**src/kvmcs_pkg.sv**
```systemverilog
`default_nettype none

package kvmcs_pkg;

    // ---------------------------------------------------------------
    // Sizes
    // ---------------------------------------------------------------
    localparam int CHAN_W       = 2;
    localparam int CHAN_N       = 4;
    localparam int REG_ADDR_W   = 4;
    localparam int REG_DATA_W   = 32;
    localparam int FILT_IDX_W   = 4;
    localparam int FILT_DEPTH   = 16;
    localparam int OFF_CNT_W    = 27;

    // ---------------------------------------------------------------
    // Timing
    // ---------------------------------------------------------------
    localparam int AUTH_OFF_TIME_MS = 1000;
    localparam int CLK_FREQ_KHZ     = 125000;
    localparam int AUTH_OFF_CYCLES  = AUTH_OFF_TIME_MS * CLK_FREQ_KHZ;

    // ---------------------------------------------------------------
    // Register map (word offsets on the plain port)
    // ---------------------------------------------------------------
    localparam logic [REG_ADDR_W-1:0] ADDR_CTRL      = 4'h0;
    localparam logic [REG_ADDR_W-1:0] ADDR_STATUS    = 4'h1;
    localparam logic [REG_ADDR_W-1:0] ADDR_ADMIN_KEY = 4'h2;
    localparam logic [REG_ADDR_W-1:0] ADDR_FILT_IDX  = 4'h3;
    localparam logic [REG_ADDR_W-1:0] ADDR_FILT_DATA = 4'h4;
    localparam logic [REG_ADDR_W-1:0] ADDR_SWITCHES  = 4'h5;

    // CTRL fields
    localparam int CTRL_SRC_BIT  = 0;
    localparam int CTRL_EMUL_BIT = 1;

    // STATUS fields
    localparam int STAT_CHAN_LSB  = 0;
    localparam int STAT_PWR_BIT   = 2;
    localparam int STAT_ADMIN_BIT = 3;
    localparam int STAT_OFF_BIT   = 4;
    localparam int STAT_DENY_BIT  = 5;

    // Arbitrary value, chosen only for this block
    localparam logic [REG_DATA_W-1:0] ADMIN_KEY_DEFAULT = 32'h5A5AC3C3;

    // Reset values and counter increments
    localparam logic [CHAN_W-1:0]     CHAN_RESET = 2'h0;
    localparam logic [REG_DATA_W-1:0] ZERO_WORD  = 32'h00000000;
    localparam logic [OFF_CNT_W-1:0]  CNT_ZERO   = 27'h0000000;
    localparam logic [OFF_CNT_W-1:0]  CNT_ONE    = 27'h0000001;
    localparam logic [15:0]           SW_ONE     = 16'h0001;
    localparam logic [15:0]           SW_ZERO    = 16'h0000;

    // ---------------------------------------------------------------
    // Types
    // ---------------------------------------------------------------
    typedef enum logic {
        SRC_PANEL  = 1'b0,
        SRC_REMOTE = 1'b1
    } kvmcs_src_type;

    typedef enum logic [1:0] {
        PWR_ON  = 2'b00,
        PWR_OFF = 2'b01
    } kvmcs_pwr_type;

    typedef struct packed {
        logic              valid;
        logic [CHAN_W-1:0] chan;
    } kvmcs_sel_req_type;

    typedef struct packed {
        logic [CHAN_W-1:0] kbdChan;
        logic [CHAN_W-1:0] mouseChan;
    } kvmcs_km_route_type;

    typedef struct packed {
        logic              connect;
        logic [CHAN_W-1:0] chan;
    } kvmcs_auth_route_type;

endpackage : kvmcs_pkg

`default_nettype wire

```
**src/kvmcs_channel_select.sv**
```systemverilog
// How it works
// - Unless emulated, switch auth device power off then on on channel change
// - Auth device host path is its own route, never shared with keyboard or mouse
// - Keyboard key combinations never change the selected channel
// - Only one selection mechanism is listened to at a time
// - Channel indicator is driven continuously, from reset onward
// - Keyboard and mouse always go to the same channel together
// - Filter list changes accepted only from the administrator role
// - Two roles kept, user and administrator; admin functions need admin
//
// Our own choices: strobed register access and the register offsets.
`timescale 1ns/100ps
`default_nettype none

module kvmcs_channel_select #(
    parameter int AUTH_OFF_CYCLES = kvmcs_pkg::AUTH_OFF_CYCLES
) (
    input  wire logic                                    core_clk,
    input  wire logic                                    sys_rst,
    input  wire logic [kvmcs_pkg::REG_ADDR_W-1:0]        regAddr,
    input  wire logic [kvmcs_pkg::REG_DATA_W-1:0]        regWrData,
    input  wire logic                                    regWrEn,
    input  wire logic                                    regRdEn,
    output var  logic [kvmcs_pkg::REG_DATA_W-1:0]        regRdData,
    input  wire kvmcs_pkg::kvmcs_sel_req_type            panelReq,
    input  wire kvmcs_pkg::kvmcs_sel_req_type            remoteReq,
    output var  kvmcs_pkg::kvmcs_km_route_type           kmRoute,
    output var  kvmcs_pkg::kvmcs_auth_route_type         authRoute,
    output var  logic                                    authPowerEn,
    output var  logic [kvmcs_pkg::CHAN_N-1:0]            chanLed
);
    import kvmcs_pkg::*;

    // ---------------------------------------------------------------
    // Helpers
    // ---------------------------------------------------------------
    function automatic logic [CHAN_N-1:0] chanOneHot(input logic [CHAN_W-1:0] c);
        logic [CHAN_N-1:0] v;
        v    = '0;
        v[c] = 1'b1;
        return v;
    endfunction

    function automatic logic regHit(input logic [REG_ADDR_W-1:0] a,
                                    input logic [REG_ADDR_W-1:0] target);
        return a == target;
    endfunction

    localparam logic [OFF_CNT_W-1:0] OFF_LAST = OFF_CNT_W'(AUTH_OFF_CYCLES - 1);
    localparam logic [CHAN_N-1:0]    LED_RESET = chanOneHot(CHAN_RESET);

    // ---------------------------------------------------------------
    // Declarations
    // ---------------------------------------------------------------
    logic [CHAN_W-1:0]     selChan_q;
    kvmcs_src_type         srcSel_q;
    logic                  authEmul_q;
    logic                  adminRole_q;
    logic                  denied_q;
    logic [FILT_IDX_W-1:0] filtIdx_q;
    logic [OFF_CNT_W-1:0]  offCnt_q;
    kvmcs_pwr_type         pwrState_q;
    kvmcs_pwr_type         pwrState_d;
    logic [15:0]           switchCnt_q;
    logic [REG_ADDR_W-1:0] rdAddr_q;
    logic                  rdValid_q;
    logic [REG_DATA_W-1:0] rdHold_q;
    logic [REG_DATA_W-1:0] filtRdData;
    kvmcs_sel_req_type     activeReq;
    logic                  chanChange;
    logic                  offDone;
    logic                  wrCtrl;
    logic                  wrKey;
    logic                  wrIdx;
    logic                  wrFilt;
    logic                  filtWrOk;
    logic                  denyEvent;
    logic                  rdStatus;
    logic [REG_DATA_W-1:0] statusWord;
    logic [REG_DATA_W-1:0] ctrlWord;

    // ---------------------------------------------------------------
    // Register decode
    // ---------------------------------------------------------------
    assign wrCtrl   = regWrEn && regHit(regAddr, ADDR_CTRL);
    assign wrKey    = regWrEn && regHit(regAddr, ADDR_ADMIN_KEY);
    assign wrIdx    = regWrEn && regHit(regAddr, ADDR_FILT_IDX);
    assign wrFilt   = regWrEn && regHit(regAddr, ADDR_FILT_DATA);
    assign rdStatus = regRdEn && regHit(regAddr, ADDR_STATUS);

    assign filtWrOk  = wrFilt && adminRole_q;
    assign denyEvent = (wrFilt || wrCtrl) && !adminRole_q;

    // ---------------------------------------------------------------
    // Roles
    // ---------------------------------------------------------------
    // Role from key match
    always_ff @(posedge core_clk or posedge sys_rst) begin
        if (sys_rst) begin
            adminRole_q <= 1'b0;
        end else if (wrKey) begin
            adminRole_q <= (regWrData == ADMIN_KEY_DEFAULT);
        end
    end

    // Sticky refusal flag; a new refusal beats the read that clears it
    always_ff @(posedge core_clk or posedge sys_rst) begin
        if (sys_rst) begin
            denied_q <= 1'b0;
        end else if (denyEvent) begin
            denied_q <= 1'b1;
        end else if (rdStatus) begin
            denied_q <= 1'b0;
        end
    end

    // ---------------------------------------------------------------
    // Configuration
    // ---------------------------------------------------------------
    // Control needs admin
    always_ff @(posedge core_clk or posedge sys_rst) begin
        if (sys_rst) begin
            srcSel_q   <= SRC_PANEL;
            authEmul_q <= 1'b0;
        end else if (wrCtrl && adminRole_q) begin
            srcSel_q   <= kvmcs_src_type'(regWrData[CTRL_SRC_BIT]);
            authEmul_q <= regWrData[CTRL_EMUL_BIT];
        end
    end

    always_ff @(posedge core_clk or posedge sys_rst) begin
        if (sys_rst) begin
            filtIdx_q <= '0;
        end else if (wrIdx) begin
            filtIdx_q <= regWrData[FILT_IDX_W-1:0];
        end
    end

    kvmcs_filter_mem u_filter_mem (
        .core_clk (core_clk),
        .wrEn     (filtWrOk),
        .wrIdx    (filtIdx_q),
        .wrData   (regWrData),
        .rdIdx    (filtIdx_q),
        .rdData_q (filtRdData)
    );

    // ---------------------------------------------------------------
    // Channel selection
    // ---------------------------------------------------------------
    // No keyboard source wired
    always_comb begin
        unique case (srcSel_q)
            SRC_PANEL:  activeReq = panelReq;
            SRC_REMOTE: activeReq = remoteReq;
        endcase
    end

    assign chanChange = activeReq.valid && (activeReq.chan != selChan_q);

    always_ff @(posedge core_clk or posedge sys_rst) begin
        if (sys_rst) begin
            selChan_q <= CHAN_RESET;
        end else if (chanChange) begin
            selChan_q <= activeReq.chan;
        end
    end

    always_ff @(posedge core_clk or posedge sys_rst) begin
        if (sys_rst) begin
            switchCnt_q <= SW_ZERO;
        end else if (chanChange) begin
            switchCnt_q <= switchCnt_q + SW_ONE;
        end
    end

    always_ff @(posedge core_clk or posedge sys_rst) begin
        if (sys_rst) begin
            kmRoute <= '{kbdChan: CHAN_RESET, mouseChan: CHAN_RESET};
        end else if (chanChange) begin
            kmRoute <= '{kbdChan: activeReq.chan, mouseChan: activeReq.chan};
        end
    end

    always_ff @(posedge core_clk or posedge sys_rst) begin
        if (sys_rst) begin
            chanLed <= LED_RESET;
        end else if (chanChange) begin
            chanLed <= chanOneHot(activeReq.chan);
        end
    end

    // ---------------------------------------------------------------
    // Auth device power cycling
    // ---------------------------------------------------------------
    // Power also cycles after reset, so a token never carries state over
    assign offDone = (offCnt_q == OFF_LAST);

    always_comb begin
        pwrState_d = pwrState_q;
        unique case (pwrState_q)
            PWR_ON: begin
                if (chanChange && !authEmul_q) begin
                    pwrState_d = PWR_OFF;
                end
            end
            PWR_OFF: begin
                if (offDone && !chanChange) begin
                    pwrState_d = PWR_ON;
                end
            end
            default: pwrState_d = PWR_OFF;
        endcase
    end

    always_ff @(posedge core_clk or posedge sys_rst) begin
        if (sys_rst) begin
            pwrState_q <= PWR_OFF;
        end else begin
            pwrState_q <= pwrState_d;
        end
    end

    always_ff @(posedge core_clk or posedge sys_rst) begin
        if (sys_rst) begin
            offCnt_q <= CNT_ZERO;
        end else if (chanChange || pwrState_q != PWR_OFF) begin
            offCnt_q <= CNT_ZERO;
        end else if (!offDone) begin
            offCnt_q <= offCnt_q + CNT_ONE;
        end
    end

    always_ff @(posedge core_clk or posedge sys_rst) begin
        if (sys_rst) begin
            authPowerEn <= 1'b0;
        end else begin
            authPowerEn <= (pwrState_d == PWR_ON);
        end
    end

    // Separate auth route
    // Held open while unpowered so no stale session reaches the new host
    always_ff @(posedge core_clk or posedge sys_rst) begin
        if (sys_rst) begin
            authRoute <= '{connect: 1'b0, chan: CHAN_RESET};
        end else begin
            authRoute.connect <= (pwrState_d == PWR_ON);
            if (chanChange) begin
                authRoute.chan <= activeReq.chan;
            end
        end
    end

    // ---------------------------------------------------------------
    // Read path
    // ---------------------------------------------------------------
    always_comb begin
        statusWord = ZERO_WORD;
        statusWord[STAT_CHAN_LSB +: CHAN_W] = selChan_q;
        statusWord[STAT_PWR_BIT]   = authPowerEn;
        statusWord[STAT_ADMIN_BIT] = adminRole_q;
        statusWord[STAT_OFF_BIT]   = (pwrState_q == PWR_OFF);
        statusWord[STAT_DENY_BIT]  = denied_q;
        ctrlWord = ZERO_WORD;
        ctrlWord[CTRL_SRC_BIT]  = srcSel_q;
        ctrlWord[CTRL_EMUL_BIT] = authEmul_q;
    end

    // Filter data comes straight out of the memory register
    always_ff @(posedge core_clk or posedge sys_rst) begin
        if (sys_rst) begin
            rdAddr_q  <= ADDR_CTRL;
            rdValid_q <= 1'b0;
            rdHold_q  <= ZERO_WORD;
        end else begin
            rdAddr_q  <= regAddr;
            rdValid_q <= regRdEn;
            rdHold_q  <= ZERO_WORD;
            if (regRdEn) begin
                unique case (regAddr)
                    ADDR_CTRL:     rdHold_q <= ctrlWord;
                    ADDR_STATUS:   rdHold_q <= statusWord;
                    ADDR_FILT_IDX: rdHold_q <= REG_DATA_W'(filtIdx_q);
                    ADDR_SWITCHES: rdHold_q <= REG_DATA_W'(switchCnt_q);
                    default:       rdHold_q <= ZERO_WORD;
                endcase
            end
        end
    end

    always_comb begin
        if (!rdValid_q) begin
            regRdData = ZERO_WORD;
        end else if (rdAddr_q == ADDR_FILT_DATA) begin
            regRdData = filtRdData;
        end else begin
            regRdData = rdHold_q;
        end
    end

endmodule // kvmcs_channel_select

`default_nettype wire

```
**src/kvmcs_filter_mem.sv**
```systemverilog
`timescale 1ns/100ps
`default_nettype none

module kvmcs_filter_mem (
    input  wire logic                                    core_clk,
    input  wire logic                                    wrEn,
    input  wire logic [kvmcs_pkg::FILT_IDX_W-1:0]        wrIdx,
    input  wire logic [kvmcs_pkg::REG_DATA_W-1:0]        wrData,
    input  wire logic [kvmcs_pkg::FILT_IDX_W-1:0]        rdIdx,
    output var  logic [kvmcs_pkg::REG_DATA_W-1:0]        rdData_q
);
    import kvmcs_pkg::*;

    // ---------------------------------------------------------------
    // Storage
    // ---------------------------------------------------------------
    // No reset so it maps onto plain RAM; software loads it after boot
    logic [REG_DATA_W-1:0] mem [FILT_DEPTH];

    always_ff @(posedge core_clk) begin
        if (wrEn) begin
            mem[wrIdx] <= wrData;
        end
    end

    always_ff @(posedge core_clk) begin
        rdData_q <= mem[rdIdx];
    end

endmodule // kvmcs_filter_mem

`default_nettype wire

```
**config.mk**
```make
export PLATFORM = sky130hd
export DESIGN_NAME = kvmcs_channel_select
export DESIGN_NICKNAME = d
export VERILOG_FILES = /design/src/kvmcs_pkg.sv /design/src/kvmcs_channel_select.sv /design/src/kvmcs_filter_mem.sv
export SDC_FILE = /design/constraint.sdc
export NUM_CORES = 1
export LEC_CHECK = 0
export BUFFER_PORTS_ARGS = -buffer_cell sky130_fd_sc_hd__clkbuf_2
export CORE_ASPECT_RATIO = 1.4
export CORE_MARGIN = 3
export CORE_UTILIZATION = 35
export DETAILED_ROUTE_END_ITERATION = 7
export GPL_ROUTABILITY_DRIVEN = 0
export PLACE_DENSITY = 0.55
export SYNTH_ARGS = -nofsm -noshare
export SYNTH_HDL_FRONTEND = slang
export SYNTH_SLANG_ARGS = --single-unit
export TNS_END_PERCENT = 30
```
**constraint.sdc**
```tcl
create_clock -name core_clk -period 9.2 [get_ports core_clk]
set_input_delay 2.76 -clock core_clk [delete_from_list [all_inputs] [get_ports core_clk]]
set_output_delay 2.76 -clock core_clk [all_outputs]
set_load 0.02 [all_outputs]
```
==> impl_metrics.yaml <==
clock_network:
  postCtsResizedCells: 0
  clkTransAtPathRegs_ns: 0.06
  clock-root-buffer: "clkbuf_16"
  ctsHoldBuffers: 0
  cts_setup_buffers: 0
  cts_tree: "yes"
  htreeDepth: 2
  clockBufferDepth: 3
  clk_latency_ns: 0.62
  numCtsBuffers: 59
  clock_sinks: 625
timing:
  fin_setup_tns_ns: 0
  finalCriticalPeriod_ns: 5.33
  skew_ns: 0.0247
  max_freq_ghz: 0.188
  setup-violations-final: 0
  finalMaxSlewViolations: 0
  worst_pin_slew_ns: 1.28
  rsz0062_at_grt: "false"
  slew_headroom: 0.146
  post-route-period-util: 0.579
  final_hold_viol_count: 0
placed_design:
  dp_cells: 2163
  port_buffers: 89
  hpwl_mm: 32.7
power_and_ir_drop:
  p_per_area_nw_per_um2: 233
  p_sw_w: 0.00149
  combPwrFrac: 0.112
  p_seq_frac: 0.503
  p_int_w: 0.00497
  switching_share: 0.231
  leakagePower_nw: 9.15
  vdd_drop_max_mv: 0.149
  clkPwrFrac: 0.385
logic_synthesis:
  synth_edf_count: 512
  ys.flop_type: "edfxtp_1"
  ys_ff_latch: 625
  async_reset_ff_frac: 0.130
  yosysSeqAreaShare: 0.750
  syn-cell-area_um2: 24000
  synth.avg_cell_area_um2: 20.1
  synth_nets: 1243
  yosys_warnings: 0
  synth_cell_types: 58
  synth_cells: 1195
cells_and_area:
  area_growth_pct: 15.2
  stdcell_count: 2277
  nFillCells: 6021
  drive_gt1_frac: 0.300
  seqCellArea_um2: 18100
  layout.nets: 1352
  layout_common_cells: "edfxtp_1 (512), mux4_2 (160), clkbuf_2 (89), dfrtp_1 (75), clkbuf_16 (60)"
  multiInputGateArea_um2: 5830
  final_common_cell: "edfxtp_1"
global_route:
  grt_pass1_wl_mm: 81.6
  grt_max_degree: 98
  grtUsageTotal: 0.155
  grt-ovfl-total: 0
  grt_antenna_before_repair: 3
  grt_pass1_vias: 12284
routing:
  routed_wl_mm: 55.2
  vias_per_cell: 5.08
  drc: 0
  dr.pass1.iters: 5
  drtAntennaViolNets: 0
  drt_iter0_markers: 874
  routedWlPerCell_um: 24.2
  vias: 11572
floorplan:
  core_um2: 68000
  die_x_um: 228
  io_pins: 90
  die-area_um2: 71900
  start_util: 0.354
  die_h_um: 316
  rows: 113
critical_path:
  r2r_slack_ns: 6.06
  critPathArrivalTime_ns: 2.57
  start_kind: "flop"
  cp_slowest_cell: "or4b_2"
  cp.required_ns: 6.44
  cpPeakStageDelay_ns: 0.92
  critPathKind: "flop to output pin"
  critical_path.max_fanout: 16
  worst_setup_path_end_kind: "output pin"
  path_cells: "or4b_2 -> nand2_1 -> a21boi_0 -> clkbuf_2"
run_status:
  status: "complete, no violations"
run:
  max-cap-violations: 0
min_path:
  min_path_type: "flop to flop"
-- cell usage after synthesis, types with 2 or more instances --
cell type | count | area, um2
nand3_1 | 22 | 110
nand2_1 | 56 | 210
or4_1 | 2 | 15.0
edfxtp_1 | 512 | 15400
nor2_1 | 54 | 203
inv_1 | 3 | 11.3
or3_1 | 2 | 12.5
a21oi_1 | 7 | 35.0
o21ai_0 | 6 | 30.0
ha_1 | 2 | 25.0
nand4_1 | 22 | 138
a22oi_1 | 5 | 37.5
nor2b_1 | 3 | 18.8
nor3_1 | 11 | 55.1
xor2_1 | 20 | 175
a31oi_1 | 2 | 12.5
buf_2 | 6 | 30.0
a21boi_0 | 17 | 128
mux2_2 | 7 | 78.8
nor3b_1 | 2 | 15.0
clkbuf_1 | 46 | 173
and2_1 | 5 | 31.3
buf_1 | 6 | 22.5
buf_4 | 5 | 37.5
nor4_1 | 2 | 12.5
mux4_2 | 160 | 3600
nor4bb_1 | 4 | 40.0
and4_1 | 4 | 35.0
or3b_2 | 2 | 17.5
dfxtp_1 | 32 | 641
dfstp_2 | 2 | 52.6
nand2b_1 | 6 | 37.5
mux2i_1 | 6 | 60.1
and3_1 | 35 | 219
o31ai_1 | 2 | 15.0
dfrtp_1 | 79 | 1980
xnor2_1 | 17 | 149
-- path summary, 6_finish.rpt --
path / from / end / depth (start not counted)
max: rdAddr_q[1] / regRdData[13] / 4
min: switchCnt_q[15] / switchCnt_q[15] / 1
min reg2reg: switchCnt_q[15] / switchCnt_q[15] / 1
min in group asynchronous: sys_rst / offCnt_q[23] / 2
max in group asynchronous: sys_rst / filtIdx_q[1] / 3
max reg2reg: filtIdx_q[2] / u_filter_mem.mem[13][1] / 3
-- critical path, delay by kind of cell, from the launching register on --
kind	cells	cell delay, ns
compound gates	1	0.18
simple gates	2	1.20
buf+inv	1	0.19
flops	1	0.38
-- metrics by stage --
step | power, W | util | cell area (um2) | worst slack [ns] | hold WS, ns
final | 0.00647 | 0.407 | 27700 | 3.87 | 0.473
after floorplan | 0.00379 | - | 24000 | 2.74 | 0.438
after CTS | 0.00656 | 0.407 | 27700 | 3.79 | 0.475
after global routing | 0.00671 | 0.407 | 27700 | 3.74 | 0.503
after detailed placement | 0.00406 | 0.378 | 25700 | 3.59 | 0.463
after global placement | 0.00405 | 0.378 | 25700 | 3.58 | 0.464
-- area by class of cell --
type | count | share of cell area
clock buffer | 80 | 0.0594
multi-input combinational | 503 | 0.211
tap | 920 | 0.0416
timing repair buffer | 112 | 0.0228
antenna | 2 | 0.000181
clock inverter | 32 | 0.0130
inverter | 3 | 0.000452
sequential | 625 | 0.652
-- per-layer routing --
layer / global-route usage / vias to the layer above / routed length (um)
met5: 0 / - / 10
met4: 0.0411 / 2 / 1120
met3: 0.0306 / 74 / 2730
met2: 0.276 / 247 / 29200
met1: 0.193 / 6194 / 22100
li1: - / 5055 / -
-- registers in the layout, summed over array words and instances (netlist names), 2 cells and up --
register / count
rdHold_q: 16
rdAddr_q: 4
u_filter_mem.mem: 512
chanLed: 4
switchCnt_q: 16
offCnt_q: 27
authRoute: 3
u_filter_mem.rdData_q: 32
filtIdx_q: 4
pwrState_q: 2
-- cell families (layout without fill, tap and decap cells) --
family / after synthesis / count (layout) / synth area share
xor+xnor: 37 / 37 / 0.0135
fa+ha+maj: 3 / 3 / 0.00146
compound gates: 46 / 46 / 0.0141
mux: 173 / 173 / 0.156
simple gates: 243 / 243 / 0.0530
buf+inv: 67 / 227 / 0.0119
other cells: 1 / 3 / 0.000156
flops: 625 / 625 / 0.750
-- power by group through the flow --
stage / combinational (W) / sequential (W) / clock [W]
after CTS: 0.000748 / 0.00325 / 0.00256
after global routing: 0.000779 / 0.00326 / 0.00266
after floorplan: 0.000551 / 0.00324 / 0
after global placement: 0.000741 / 0.00331 / 0
final: 0.000725 / 0.00325 / 0.00249
after detailed placement: 0.000745 / 0.00331 / 0
(Power assumes the default switching activity.)
